$ cat src/rtl/mifeu_pkg.sv
// mifeu_pkg: register map, field positions and types of the interrupt
// flag and enable unit; assumes a 32-bit AXI4-Lite bus and one clock
//
// What this block does
// - pin zero edge field: off, rise, fall, both
// - pin one edge field sits in bits 3..2
// - counter, timebase, pin zero flags at 6,5,4
// - counter, timebase, pin zero enables at 3,2,1
// - global enable bit 0 gates every core request
// - unused bits read zero, writes ignored
// - two pins plus counter, timebase, converter sources
// - flags and enables software readable and writable
// - two control registers, one edge register
// - converter flag 4/enable 0, pin one 5/1
// - flag interrupts core only when enabled
// - service clears global enable, other flags keep pending
// - service clears the serviced pin flag
package mifeu_pkg;
	localparam int unsigned DATA_W = 32;
	localparam int unsigned ADDR_W = 5;
	localparam int unsigned IDX_W  = 3;

	// word index of each register, byte address is four times it
	localparam logic [IDX_W-1:0] IDX_EDGE   = 3'h0;
	localparam logic [IDX_W-1:0] IDX_CTRL0  = 3'h1;
	localparam logic [IDX_W-1:0] IDX_CTRL1  = 3'h2;
	localparam logic [IDX_W-1:0] IDX_STATUS = 3'h3;
	localparam logic [IDX_W-1:0] IDX_MASK   = 3'h4;

	// edge select fields
	localparam int unsigned P_EDGE0 = 0;
	localparam int unsigned P_EDGE1 = 2;
	localparam logic [1:0] EDGE_OFF  = 2'h0;
	localparam logic [1:0] EDGE_RISE = 2'h1;
	localparam logic [1:0] EDGE_FALL = 2'h2;
	localparam logic [1:0] EDGE_BOTH = 2'h3;

	// first control register
	localparam int unsigned P_GIE      = 0;
	localparam int unsigned P_P0_EN    = 1;
	localparam int unsigned P_TB_EN    = 2;
	localparam int unsigned P_CNT_EN   = 3;
	localparam int unsigned P_P0_FLAG  = 4;
	localparam int unsigned P_TB_FLAG  = 5;
	localparam int unsigned P_CNT_FLAG = 6;

	// second control register
	localparam int unsigned P_CONV_EN   = 0;
	localparam int unsigned P_P1_EN     = 1;
	localparam int unsigned P_CONV_FLAG = 4;
	localparam int unsigned P_P1_FLAG   = 5;

	localparam logic [7:0] REG_RST = 8'h00;
	localparam logic [1:0] RESP_OKAY   = 2'h0;
	localparam logic [1:0] RESP_SLVERR = 2'h2;

	// one bit per source; also the layout of the status and mask words
	typedef struct packed {
		logic pin_one;
		logic converter;
		logic counter;
		logic timebase;
		logic pin_zero;
	} mifeu_src_t;

	localparam int unsigned SRC_N = 5;

	// source presented to the core, listed in falling priority
	typedef enum logic [2:0] {
		SRC_NONE,
		SRC_PIN_ZERO,
		SRC_TIMEBASE,
		SRC_COUNTER,
		SRC_CONVERTER,
		SRC_PIN_ONE
	} mifeu_src_id_t;
endpackage : mifeu_pkg

$ cat src/rtl/mifeu_edge_detect.sv
// mifeu_edge_detect: synchronises external pins and reports selected edges
// assumes pins are asynchronous to sys_clk_in; one-cycle pulses out
`timescale 1ns/10ps
module mifeu_edge_detect #(
	parameter int PINS = 2
) (
	input  wire logic              sys_clk_in,
	input  wire logic              rst_b_in,
	input  wire logic [PINS-1:0]   pin_in,
	input  wire logic [2*PINS-1:0] edge_sel_in,
	output logic      [PINS-1:0]   edge_out
);
	logic [PINS-1:0] meta;
	logic [PINS-1:0] sync;
	logic [PINS-1:0] prev;

	always_ff @(posedge sys_clk_in) begin
		if (!rst_b_in) begin
			meta <= '0;
			sync <= '0;
			prev <= '0;
		end else begin
			meta <= pin_in;
			sync <= meta;
			prev <= sync;
		end
	end

	for (genvar i = 0; i < PINS; i++) begin : g_pin
		logic [1:0] sel;
		logic       rise;
		logic       fall;
		assign sel  = edge_sel_in[2*i +: 2];
		assign rise = sync[i] & ~prev[i];
		assign fall = ~sync[i] & prev[i];
		assign edge_out[i] =
			(rise && (sel == mifeu_pkg::EDGE_RISE ||
			          sel == mifeu_pkg::EDGE_BOTH)) ||
			(fall && (sel == mifeu_pkg::EDGE_FALL ||
			          sel == mifeu_pkg::EDGE_BOTH));

	end
endmodule : mifeu_edge_detect

$ cat src/rtl/mifeu_top.sv
// mifeu_top: interrupt flags, enables, edge selects and core request
// assumes an AXI4-Lite master, one-cycle source event pulses and a core
// that pulses core_irq_ack_in when it vectors to core_irq_src_out
`timescale 1ns/10ps
module mifeu_top #(
	parameter bit TWO_PINS = 1'b1
) (
	input  wire logic                      sys_clk_in,
	input  wire logic                      rst_b_in,
	input  wire logic [4:0]                s_axi_awaddr_in,
	input  wire logic                      s_axi_awvalid_in,
	output logic                           s_axi_awready_out,
	input  wire logic [31:0]               s_axi_wdata_in,
	input  wire logic [3:0]                s_axi_wstrb_in,
	input  wire logic                      s_axi_wvalid_in,
	output logic                           s_axi_wready_out,
	output logic [1:0]                     s_axi_bresp_out,
	output logic                           s_axi_bvalid_out,
	input  wire logic                      s_axi_bready_in,
	input  wire logic [4:0]                s_axi_araddr_in,
	input  wire logic                      s_axi_arvalid_in,
	output logic                           s_axi_arready_out,
	output logic [31:0]                    s_axi_rdata_out,
	output logic [1:0]                     s_axi_rresp_out,
	output logic                           s_axi_rvalid_out,
	input  wire logic                      s_axi_rready_in,
	input  wire logic                      ext_pin_zero_in,
	input  wire logic                      ext_pin_one_in,
	input  wire logic                      counter_event_in,
	input  wire logic                      timebase_event_in,
	input  wire logic                      converter_event_in,
	input  wire logic                      core_irq_ack_in,
	output logic                           core_irq_req_out,
	output mifeu_pkg::mifeu_src_id_t       core_irq_src_out,
	output logic                           sys_irq_out
);

	localparam int unsigned IW = mifeu_pkg::IDX_W;

	logic                     aw_held;
	logic                     w_held;
	logic [IW-1:0]            aw_idx;
	logic [31:0]              w_data;
	logic                     w_lane;
	logic                     wr_fire;
	logic                     wr_edge;
	logic                     wr_c0;
	logic                     wr_c1;
	logic                     wr_st;
	logic                     wr_mask;
	logic                     wr_hit;
	logic [IW-1:0]            rd_idx;
	logic [31:0]              rd_word;
	logic                     rd_hit;

	logic [3:0]               edge_sel;
	logic                     global_en;
	mifeu_pkg::mifeu_src_t    flags;
	mifeu_pkg::mifeu_src_t    en;
	mifeu_pkg::mifeu_src_t    status;
	mifeu_pkg::mifeu_src_t    mask;
	mifeu_pkg::mifeu_src_t    set_ev;
	mifeu_pkg::mifeu_src_t    wr_sel;
	mifeu_pkg::mifeu_src_t    wr_val;
	mifeu_pkg::mifeu_src_t    ack_clr;
	mifeu_pkg::mifeu_src_t    pend;
	logic [1:0]               pin_edge;
	logic                     ack_take;
	logic                     next_req;
	mifeu_pkg::mifeu_src_id_t next_src;

	// ---------------- AXI4-Lite slave ----------------
	assign s_axi_awready_out = !aw_held && !s_axi_bvalid_out;
	assign s_axi_wready_out  = !w_held && !s_axi_bvalid_out;
	assign s_axi_arready_out = !s_axi_rvalid_out;
	assign wr_fire = aw_held && w_held && !s_axi_bvalid_out;

	always_ff @(posedge sys_clk_in) begin
		if (!rst_b_in) begin
			aw_held <= 1'b0;
			aw_idx  <= '0;
		end else if (s_axi_awvalid_in && s_axi_awready_out) begin
			aw_held <= 1'b1;
			aw_idx  <= s_axi_awaddr_in[4:2];
		end else if (wr_fire) begin
			aw_held <= 1'b0;
		end
	end

	always_ff @(posedge sys_clk_in) begin
		if (!rst_b_in) begin
			w_held <= 1'b0;
			w_data <= '0;
			w_lane <= 1'b0;
		end else if (s_axi_wvalid_in && s_axi_wready_out) begin
			w_held <= 1'b1;
			w_data <= s_axi_wdata_in;
			w_lane <= s_axi_wstrb_in[0];
		end else if (wr_fire) begin
			w_held <= 1'b0;
		end
	end

	always_comb begin
		wr_edge = wr_fire && w_lane && aw_idx == mifeu_pkg::IDX_EDGE;
		wr_c0   = wr_fire && w_lane && aw_idx == mifeu_pkg::IDX_CTRL0;
		wr_c1   = wr_fire && w_lane && aw_idx == mifeu_pkg::IDX_CTRL1;
		wr_st   = wr_fire && w_lane && aw_idx == mifeu_pkg::IDX_STATUS;
		wr_mask = wr_fire && w_lane && aw_idx == mifeu_pkg::IDX_MASK;
		wr_hit  = aw_idx <= mifeu_pkg::IDX_MASK;
	end

	always_ff @(posedge sys_clk_in) begin
		if (!rst_b_in) begin
			s_axi_bvalid_out <= 1'b0;
			s_axi_bresp_out  <= mifeu_pkg::RESP_OKAY;
		end else if (wr_fire) begin
			s_axi_bvalid_out <= 1'b1;
			s_axi_bresp_out  <= wr_hit ? mifeu_pkg::RESP_OKAY
			                           : mifeu_pkg::RESP_SLVERR;
		end else if (s_axi_bready_in) begin
			s_axi_bvalid_out <= 1'b0;
		end
	end

	assign rd_idx = s_axi_araddr_in[4:2];

	always_comb begin
		rd_word = '0;
		rd_hit  = 1'b1;
		unique case (rd_idx)
			mifeu_pkg::IDX_EDGE:
				rd_word[3:0] = edge_sel;
			mifeu_pkg::IDX_CTRL0: begin
				rd_word[mifeu_pkg::P_GIE]      = global_en;
				rd_word[mifeu_pkg::P_P0_EN]    = en.pin_zero;
				rd_word[mifeu_pkg::P_TB_EN]    = en.timebase;
				rd_word[mifeu_pkg::P_CNT_EN]   = en.counter;
				rd_word[mifeu_pkg::P_P0_FLAG]  = flags.pin_zero;
				rd_word[mifeu_pkg::P_TB_FLAG]  = flags.timebase;
				rd_word[mifeu_pkg::P_CNT_FLAG] = flags.counter;
			end
			mifeu_pkg::IDX_CTRL1: begin
				rd_word[mifeu_pkg::P_CONV_EN]   = en.converter;
				rd_word[mifeu_pkg::P_P1_EN]     = en.pin_one;
				rd_word[mifeu_pkg::P_CONV_FLAG] = flags.converter;
				rd_word[mifeu_pkg::P_P1_FLAG]   = flags.pin_one;
			end
			mifeu_pkg::IDX_STATUS:
				rd_word[mifeu_pkg::SRC_N-1:0] = status;
			mifeu_pkg::IDX_MASK:
				rd_word[mifeu_pkg::SRC_N-1:0] = mask;
			default:
				rd_hit = 1'b0;
		endcase
	end

	always_ff @(posedge sys_clk_in) begin
		if (!rst_b_in) begin
			s_axi_rvalid_out <= 1'b0;
			s_axi_rdata_out  <= '0;
			s_axi_rresp_out  <= mifeu_pkg::RESP_OKAY;
		end else if (s_axi_arvalid_in && s_axi_arready_out) begin
			s_axi_rvalid_out <= 1'b1;
			s_axi_rdata_out  <= rd_word;
			s_axi_rresp_out  <= rd_hit ? mifeu_pkg::RESP_OKAY
			                           : mifeu_pkg::RESP_SLVERR;
		end else if (s_axi_rready_in) begin
			s_axi_rvalid_out <= 1'b0;
		end
	end

	// ---------------- edge selection ----------------
	// pin one field exists only on the two-pin variant
	always_ff @(posedge sys_clk_in) begin
		if (!rst_b_in) begin
			edge_sel <= mifeu_pkg::REG_RST[3:0];
		end else if (wr_edge) begin
			edge_sel[mifeu_pkg::P_EDGE0 +: 2] <=
				w_data[mifeu_pkg::P_EDGE0 +: 2];
			edge_sel[mifeu_pkg::P_EDGE1 +: 2] <= TWO_PINS ?
				w_data[mifeu_pkg::P_EDGE1 +: 2] : mifeu_pkg::EDGE_OFF;
		end
	end

	mifeu_edge_detect #(
		.PINS        (2)
	) u_edge (
		.sys_clk_in  (sys_clk_in),
		.rst_b_in    (rst_b_in),
		.pin_in      ({ext_pin_one_in, ext_pin_zero_in}),
		.edge_sel_in (edge_sel),
		.edge_out    (pin_edge)
	);

	// ---------------- flags and enables ----------------
	assign ack_take = core_irq_ack_in && core_irq_req_out;

	always_comb begin
		set_ev.pin_zero  = pin_edge[0];
		set_ev.pin_one   = pin_edge[1] && TWO_PINS;
		set_ev.counter   = counter_event_in;
		set_ev.timebase  = timebase_event_in;
		set_ev.converter = converter_event_in;
		wr_sel.pin_zero  = wr_c0;
		wr_sel.timebase  = wr_c0;
		wr_sel.counter   = wr_c0;
		wr_sel.converter = wr_c1;
		wr_sel.pin_one   = wr_c1 && TWO_PINS;
		wr_val.pin_zero  = w_data[mifeu_pkg::P_P0_FLAG];
		wr_val.timebase  = w_data[mifeu_pkg::P_TB_FLAG];
		wr_val.counter   = w_data[mifeu_pkg::P_CNT_FLAG];
		wr_val.converter = w_data[mifeu_pkg::P_CONV_FLAG];
		wr_val.pin_one   = w_data[mifeu_pkg::P_P1_FLAG];
		ack_clr.pin_zero  = ack_take && core_irq_src_out ==
		                    mifeu_pkg::SRC_PIN_ZERO;
		ack_clr.timebase  = ack_take && core_irq_src_out ==
		                    mifeu_pkg::SRC_TIMEBASE;
		ack_clr.counter   = ack_take && core_irq_src_out ==
		                    mifeu_pkg::SRC_COUNTER;
		ack_clr.converter = ack_take && core_irq_src_out ==
		                    mifeu_pkg::SRC_CONVERTER;
		ack_clr.pin_one   = ack_take && core_irq_src_out ==
		                    mifeu_pkg::SRC_PIN_ONE;
	end

	// hardware set wins over software or service clear
	always_ff @(posedge sys_clk_in) begin
		if (!rst_b_in)
			flags <= '0;
		else
			flags <= set_ev | (wr_sel & wr_val) |
			         (~wr_sel & ~ack_clr & flags);
	end

	always_ff @(posedge sys_clk_in) begin
		if (!rst_b_in) begin
			en <= '0;
		end else begin
			if (wr_c0) begin
				en.pin_zero <= w_data[mifeu_pkg::P_P0_EN];
				en.timebase <= w_data[mifeu_pkg::P_TB_EN];
				en.counter  <= w_data[mifeu_pkg::P_CNT_EN];
			end
			if (wr_c1) begin
				en.converter <= w_data[mifeu_pkg::P_CONV_EN];
				en.pin_one   <= w_data[mifeu_pkg::P_P1_EN] && TWO_PINS;
			end
		end
	end

	always_ff @(posedge sys_clk_in) begin
		if (!rst_b_in)
			global_en <= 1'b0;
		else if (wr_c0)
			global_en <= w_data[mifeu_pkg::P_GIE];
		else if (ack_take)
			global_en <= 1'b0;
	end

	// ---------------- core request ----------------
	// only enabled flags count
	assign pend = flags & en;

	always_comb begin
		next_src = mifeu_pkg::SRC_NONE;
		if (pend.pin_zero)
			next_src = mifeu_pkg::SRC_PIN_ZERO;
		else if (pend.timebase)
			next_src = mifeu_pkg::SRC_TIMEBASE;
		else if (pend.counter)
			next_src = mifeu_pkg::SRC_COUNTER;
		else if (pend.converter)
			next_src = mifeu_pkg::SRC_CONVERTER;
		else if (pend.pin_one)
			next_src = mifeu_pkg::SRC_PIN_ONE;
		next_req = global_en && (|pend) && !ack_take;
	end

	always_ff @(posedge sys_clk_in) begin
		if (!rst_b_in) begin
			core_irq_req_out <= 1'b0;
			core_irq_src_out <= mifeu_pkg::SRC_NONE;
		end else begin
			core_irq_req_out <= next_req;
			core_irq_src_out <= next_req ? next_src
			                             : mifeu_pkg::SRC_NONE;
		end
	end

	// ---------------- system interrupt ----------------
	always_ff @(posedge sys_clk_in) begin
		if (!rst_b_in) begin
			status <= '0;
			mask   <= '0;
		end else begin
			status <= set_ev | (status &
			          ~(wr_st ? w_data[mifeu_pkg::SRC_N-1:0] : '0));
			if (wr_mask)
				mask <= w_data[mifeu_pkg::SRC_N-1:0];
		end
	end

	always_ff @(posedge sys_clk_in) begin
		if (!rst_b_in)
			sys_irq_out <= 1'b0;
		else
			sys_irq_out <= |(status & mask);
	end
endmodule : mifeu_top

$ cat config.mk
export PLATFORM = sky130hd
export DESIGN_NAME = mifeu_top
export DESIGN_NICKNAME = d
export VERILOG_FILES = /design/src/rtl/mifeu_pkg.sv /design/src/rtl/mifeu_edge_detect.sv /design/src/rtl/mifeu_top.sv
export SDC_FILE = /design/constraint.sdc
export NUM_CORES = 1
export LEC_CHECK = 0
export BUFFER_PORTS_ARGS = -buffer_cell sky130_fd_sc_hd__buf_2
export CORE_MARGIN = 2
export CORE_UTILIZATION = 50
export DETAILED_ROUTE_END_ITERATION = 10
export HOLD_SLACK_MARGIN = 0.03
export PLACE_DENSITY = 0.82
export SETUP_SLACK_MARGIN = 0.4
export SLEW_MARGIN = 40
export SYNTH_ARGS = -nofsm -noshare
export SYNTH_HDL_FRONTEND = slang
export SYNTH_SLANG_ARGS = --single-unit
export TNS_END_PERCENT = 10
$ cat constraint.sdc
create_clock -name sys_clk_in -period 2.48 [get_ports sys_clk_in]
set_clock_uncertainty 0.1 [all_clocks]
set_input_delay 0.372 -clock sys_clk_in [delete_from_list [all_inputs] [get_ports sys_clk_in]]
set_output_delay 0.372 -clock sys_clk_in [all_outputs]
set_load 0.1 [all_outputs]
==> impl_metrics.yaml <==
critical_path:
  timing.critical_path.from_type: "flop"
  crit_path_cell_trace: "nand3b_4 -> or4_1 -> mux2i_1 -> nor2_1"
  critical_path.top_delay_family: "simple AND/OR/NAND/NOR gates"
  depth_of_the_worst_register_to_register_path: 4
  cp.arrival_ns: 1.88
  critical_path.slowest_cell: "or4_1"
  setup.worst_path.class: "reg2reg"
  worst_path_fanout_max: 6
  cp_num_buf_inv: 0
  critical_path_cell_count: 4
  slowest_delay_ns: 0.65
  critical_path_rt_ns: 2.59
  timing.critical_path.to_type: "flop"
floorplanning:
  std_cell_rows: 26
  die_h_microns: 77.54
  core_area_sq_mm: 0.005172
  num_io_pins: 105
  dieArea_sq_mm: 0.006012
  chipWidth_microns: 77.54
  initial_core_util_pct: 52.27
synth:
  synth_seq_area_share_pct: 44.42
  synth_area_per_cell_sq_um: 8.666
  synth-edff-count: 0
  async_reset_ff_share_pct: 0
  synthesis.yosys.warnings: 0
  synth.area.top_cells: "dfxtp_1 (44%), buf_4 (7.5%), a21oi_1 (6.8%)"
  yosys.area.top_type: "dfxtp_1"
  ys_flop_type: "dfxtp_1"
  synth_largest_type_area_fraction_pct: 44.42
  synth.ff_latch_count: 60
  mappedNetlistArea_sq_mm: 0.002704
  post_synth_inst_count: 312
  synth_cell_types: 42
clock_tree:
  htree_levels: 3
  clock_path_buffers: 2
  cts_made_buffers: 9
  cts_setup_buffers: 0
  cts_tree: "yes"
  path_clk_slew_ns: 0.07
  root_buffer: "clkbuf_8"
  sink_count_of_the_clock_tree: 60
  clock_latency_ns: 0.34
  post_cts_resized: 0
  cts_hold_repair.buffers: 0
cells_and_area:
  n_antenna_cell: 0
  final_cell_count_no_fill: 430
  final_core_utilization_pct: 59.43
  syn_to_final_growth_pct: 13.70
  most-common-layout-cells: "dfxtp_1 (59), buf_2 (45), nand2_1 (38)"
  most_common_cell_after_layout_fill_and_taps_aside: "dfxtp_1"
  post_route_cells_drive_above_1_share_pct: 20.00
  final_nets: 414
global_routing:
  antenna_found_initial: 0
  grt_first_pass_wirelength_mm: 9.453
  grt_max_degree: 30
  grt.total_usage_pct: 20.09
  global_route.overflow_total: 0
  vias_in_the_first_global_route: 2032
timing:
  worst-slew-pin-transition_ns: 0.6458
  final_period_minus_worst_setup_slack_ns: 1.772
  layout_setup_ws_ns: 0.7081
  max-slew-margin-rel_pct: 56.85
  report.final.slew_viol_count: 0
  maxClockFrequency_mhz: 564.4
  unrepaired_setup_endpoints_after_global_routing: "no"
  number_of_setup_violations_in_the_final_report: 0
  setup-tns-final_ns: 0
  layout_worst_path_cycle_share_pct: 71.45
  final-hold-violation-count: 0
pwr:
  tot_pwr_w: 0.002224
  leak_pwr_nw: 1.293
  switching_share_pct: 34.78
  share_comb_of_total_power_pct: 18.8
  power.sequential.fraction_pct: 46.6
  worst_ir_drop_vdd_v: 0.0004312
  power_switching_w: 0.0007732
  p_int_w: 0.001450
  pwr_density_cell_mw_per_mm2: 723.3
  clkPwrFrac_pct: 34.6
drt:
  post_drt_wl_per_cell_microns: 13.56
  drt-pass1-iter-count: 4
  drt-initial-drc-count: 173
  drc: 0
  routed-via-count: 2287
  post_drt_via_cell_ratio: 5.319
  routed_wl_mm: 5.829
  drt.antenna.violating_nets: 0
placement:
  detailedPlacementHpwl_mm: 4.264
  dp_worst_setup_slack_ns: 0.7131
  place.detailed.instances: 414
  gpl.final_weighted_congestion: 0.8447
  buffer_ports.inserted: 45
status:
  run_status: "complete, no violations"
min_path:
  hold_path_depth: 2
  worst_hold_path_type: "in2reg"
job:
  max_cap_viol_count: 0
cell families (layout without fill, tap and decap cells):
kind of cell    count (synthesis)  count (layout)  synth area share [%]
compound gates                 77              77                 16.89
buf+inv                        48              70                 10.46
flops                          60              60                 44.42
mux                            19              19                 7.172
other cells                     1              27                0.1387
simple gates                  107             107                 20.92
state kept, by name, summed over array words and instances, names as in the netlist, 2 cells and up:
signal	cells
en	5
aw_idx	3
core_irq_src_out	3
edge_sel	4
s_axi_rdata_out	7
u_edge.prev	2
w_data	7
mask	5
status	5
u_edge.sync	2
u_edge.meta	2
flags	5
cell type report:
cell class | instances | area, sq um
fill | 458 | 2098
clock buffer | 10 | 137.6
timing repair buffer | 47 | 252.7
clock inverter | 6 | 40.04
inverter | 7 | 26.28
sequential | 60 | 1202
tap | 70 | 87.58
multi-input combinational | 230 | 1328
Yosys cell counts (all sizes together) (3+ instances only):
master  number
dfxtp       60
o21ai       14
buf         28
mux2i       16
nand3        5
nand4        4
a22oi        3
and2         8
nand3b       9
a31oi        4
nor3b        3
clkbuf      13
nand2       38
nand2b       7
nor2        22
nor3         3
a21oi       37
mux2         3
inv          7
o211ai       3
stage by stage:
step	hold slack, ns	instance area, sq um
floorplan	0.3119	2813
global placement	0.3130	2897
detailed placement	0.3189	2897
CTS	0.1237	3074
global route	0.1395	3074
finish	0.1330	3074
power by group through the flow:
stage,sequential (W),combinational (W),clock (W)
finish,0.00104,0.000419,0.000770
global route,0.00104,0.000440,0.000823
CTS,0.00103,0.000418,0.000781
detailed placement,0.00106,0.000417,0
global placement,0.00105,0.000414,0
floorplan,0.00110,0.000345,0
worst paths after layout:
kind | startpoint | to | slack, ns
min reg2reg | u_edge.meta[0]$_SDFF_PN0_ | u_edge.sync[0]$_SDFF_PN0_ | 0.34
min | ext_pin_one_in | u_edge.meta[1]$_SDFF_PN0_ | 0.13
max reg2reg | w_held$_SDFFE_PN0P_ | edge_sel[1]$_SDFFE_PN0P_ | 0.71
max | w_held$_SDFFE_PN0P_ | edge_sel[1]$_SDFFE_PN0P_ | 0.71
metal layers:
layer	vias to the layer above	global-route usage, %	part of all wire, %
met4	0	8.393	1.5
met5	-	0	0
li1	1130	-	-
met1	1067	24.98	44
met3	8	5.930	6.5
met2	82	32.52	48
Power figures use the tool's default switching activity.
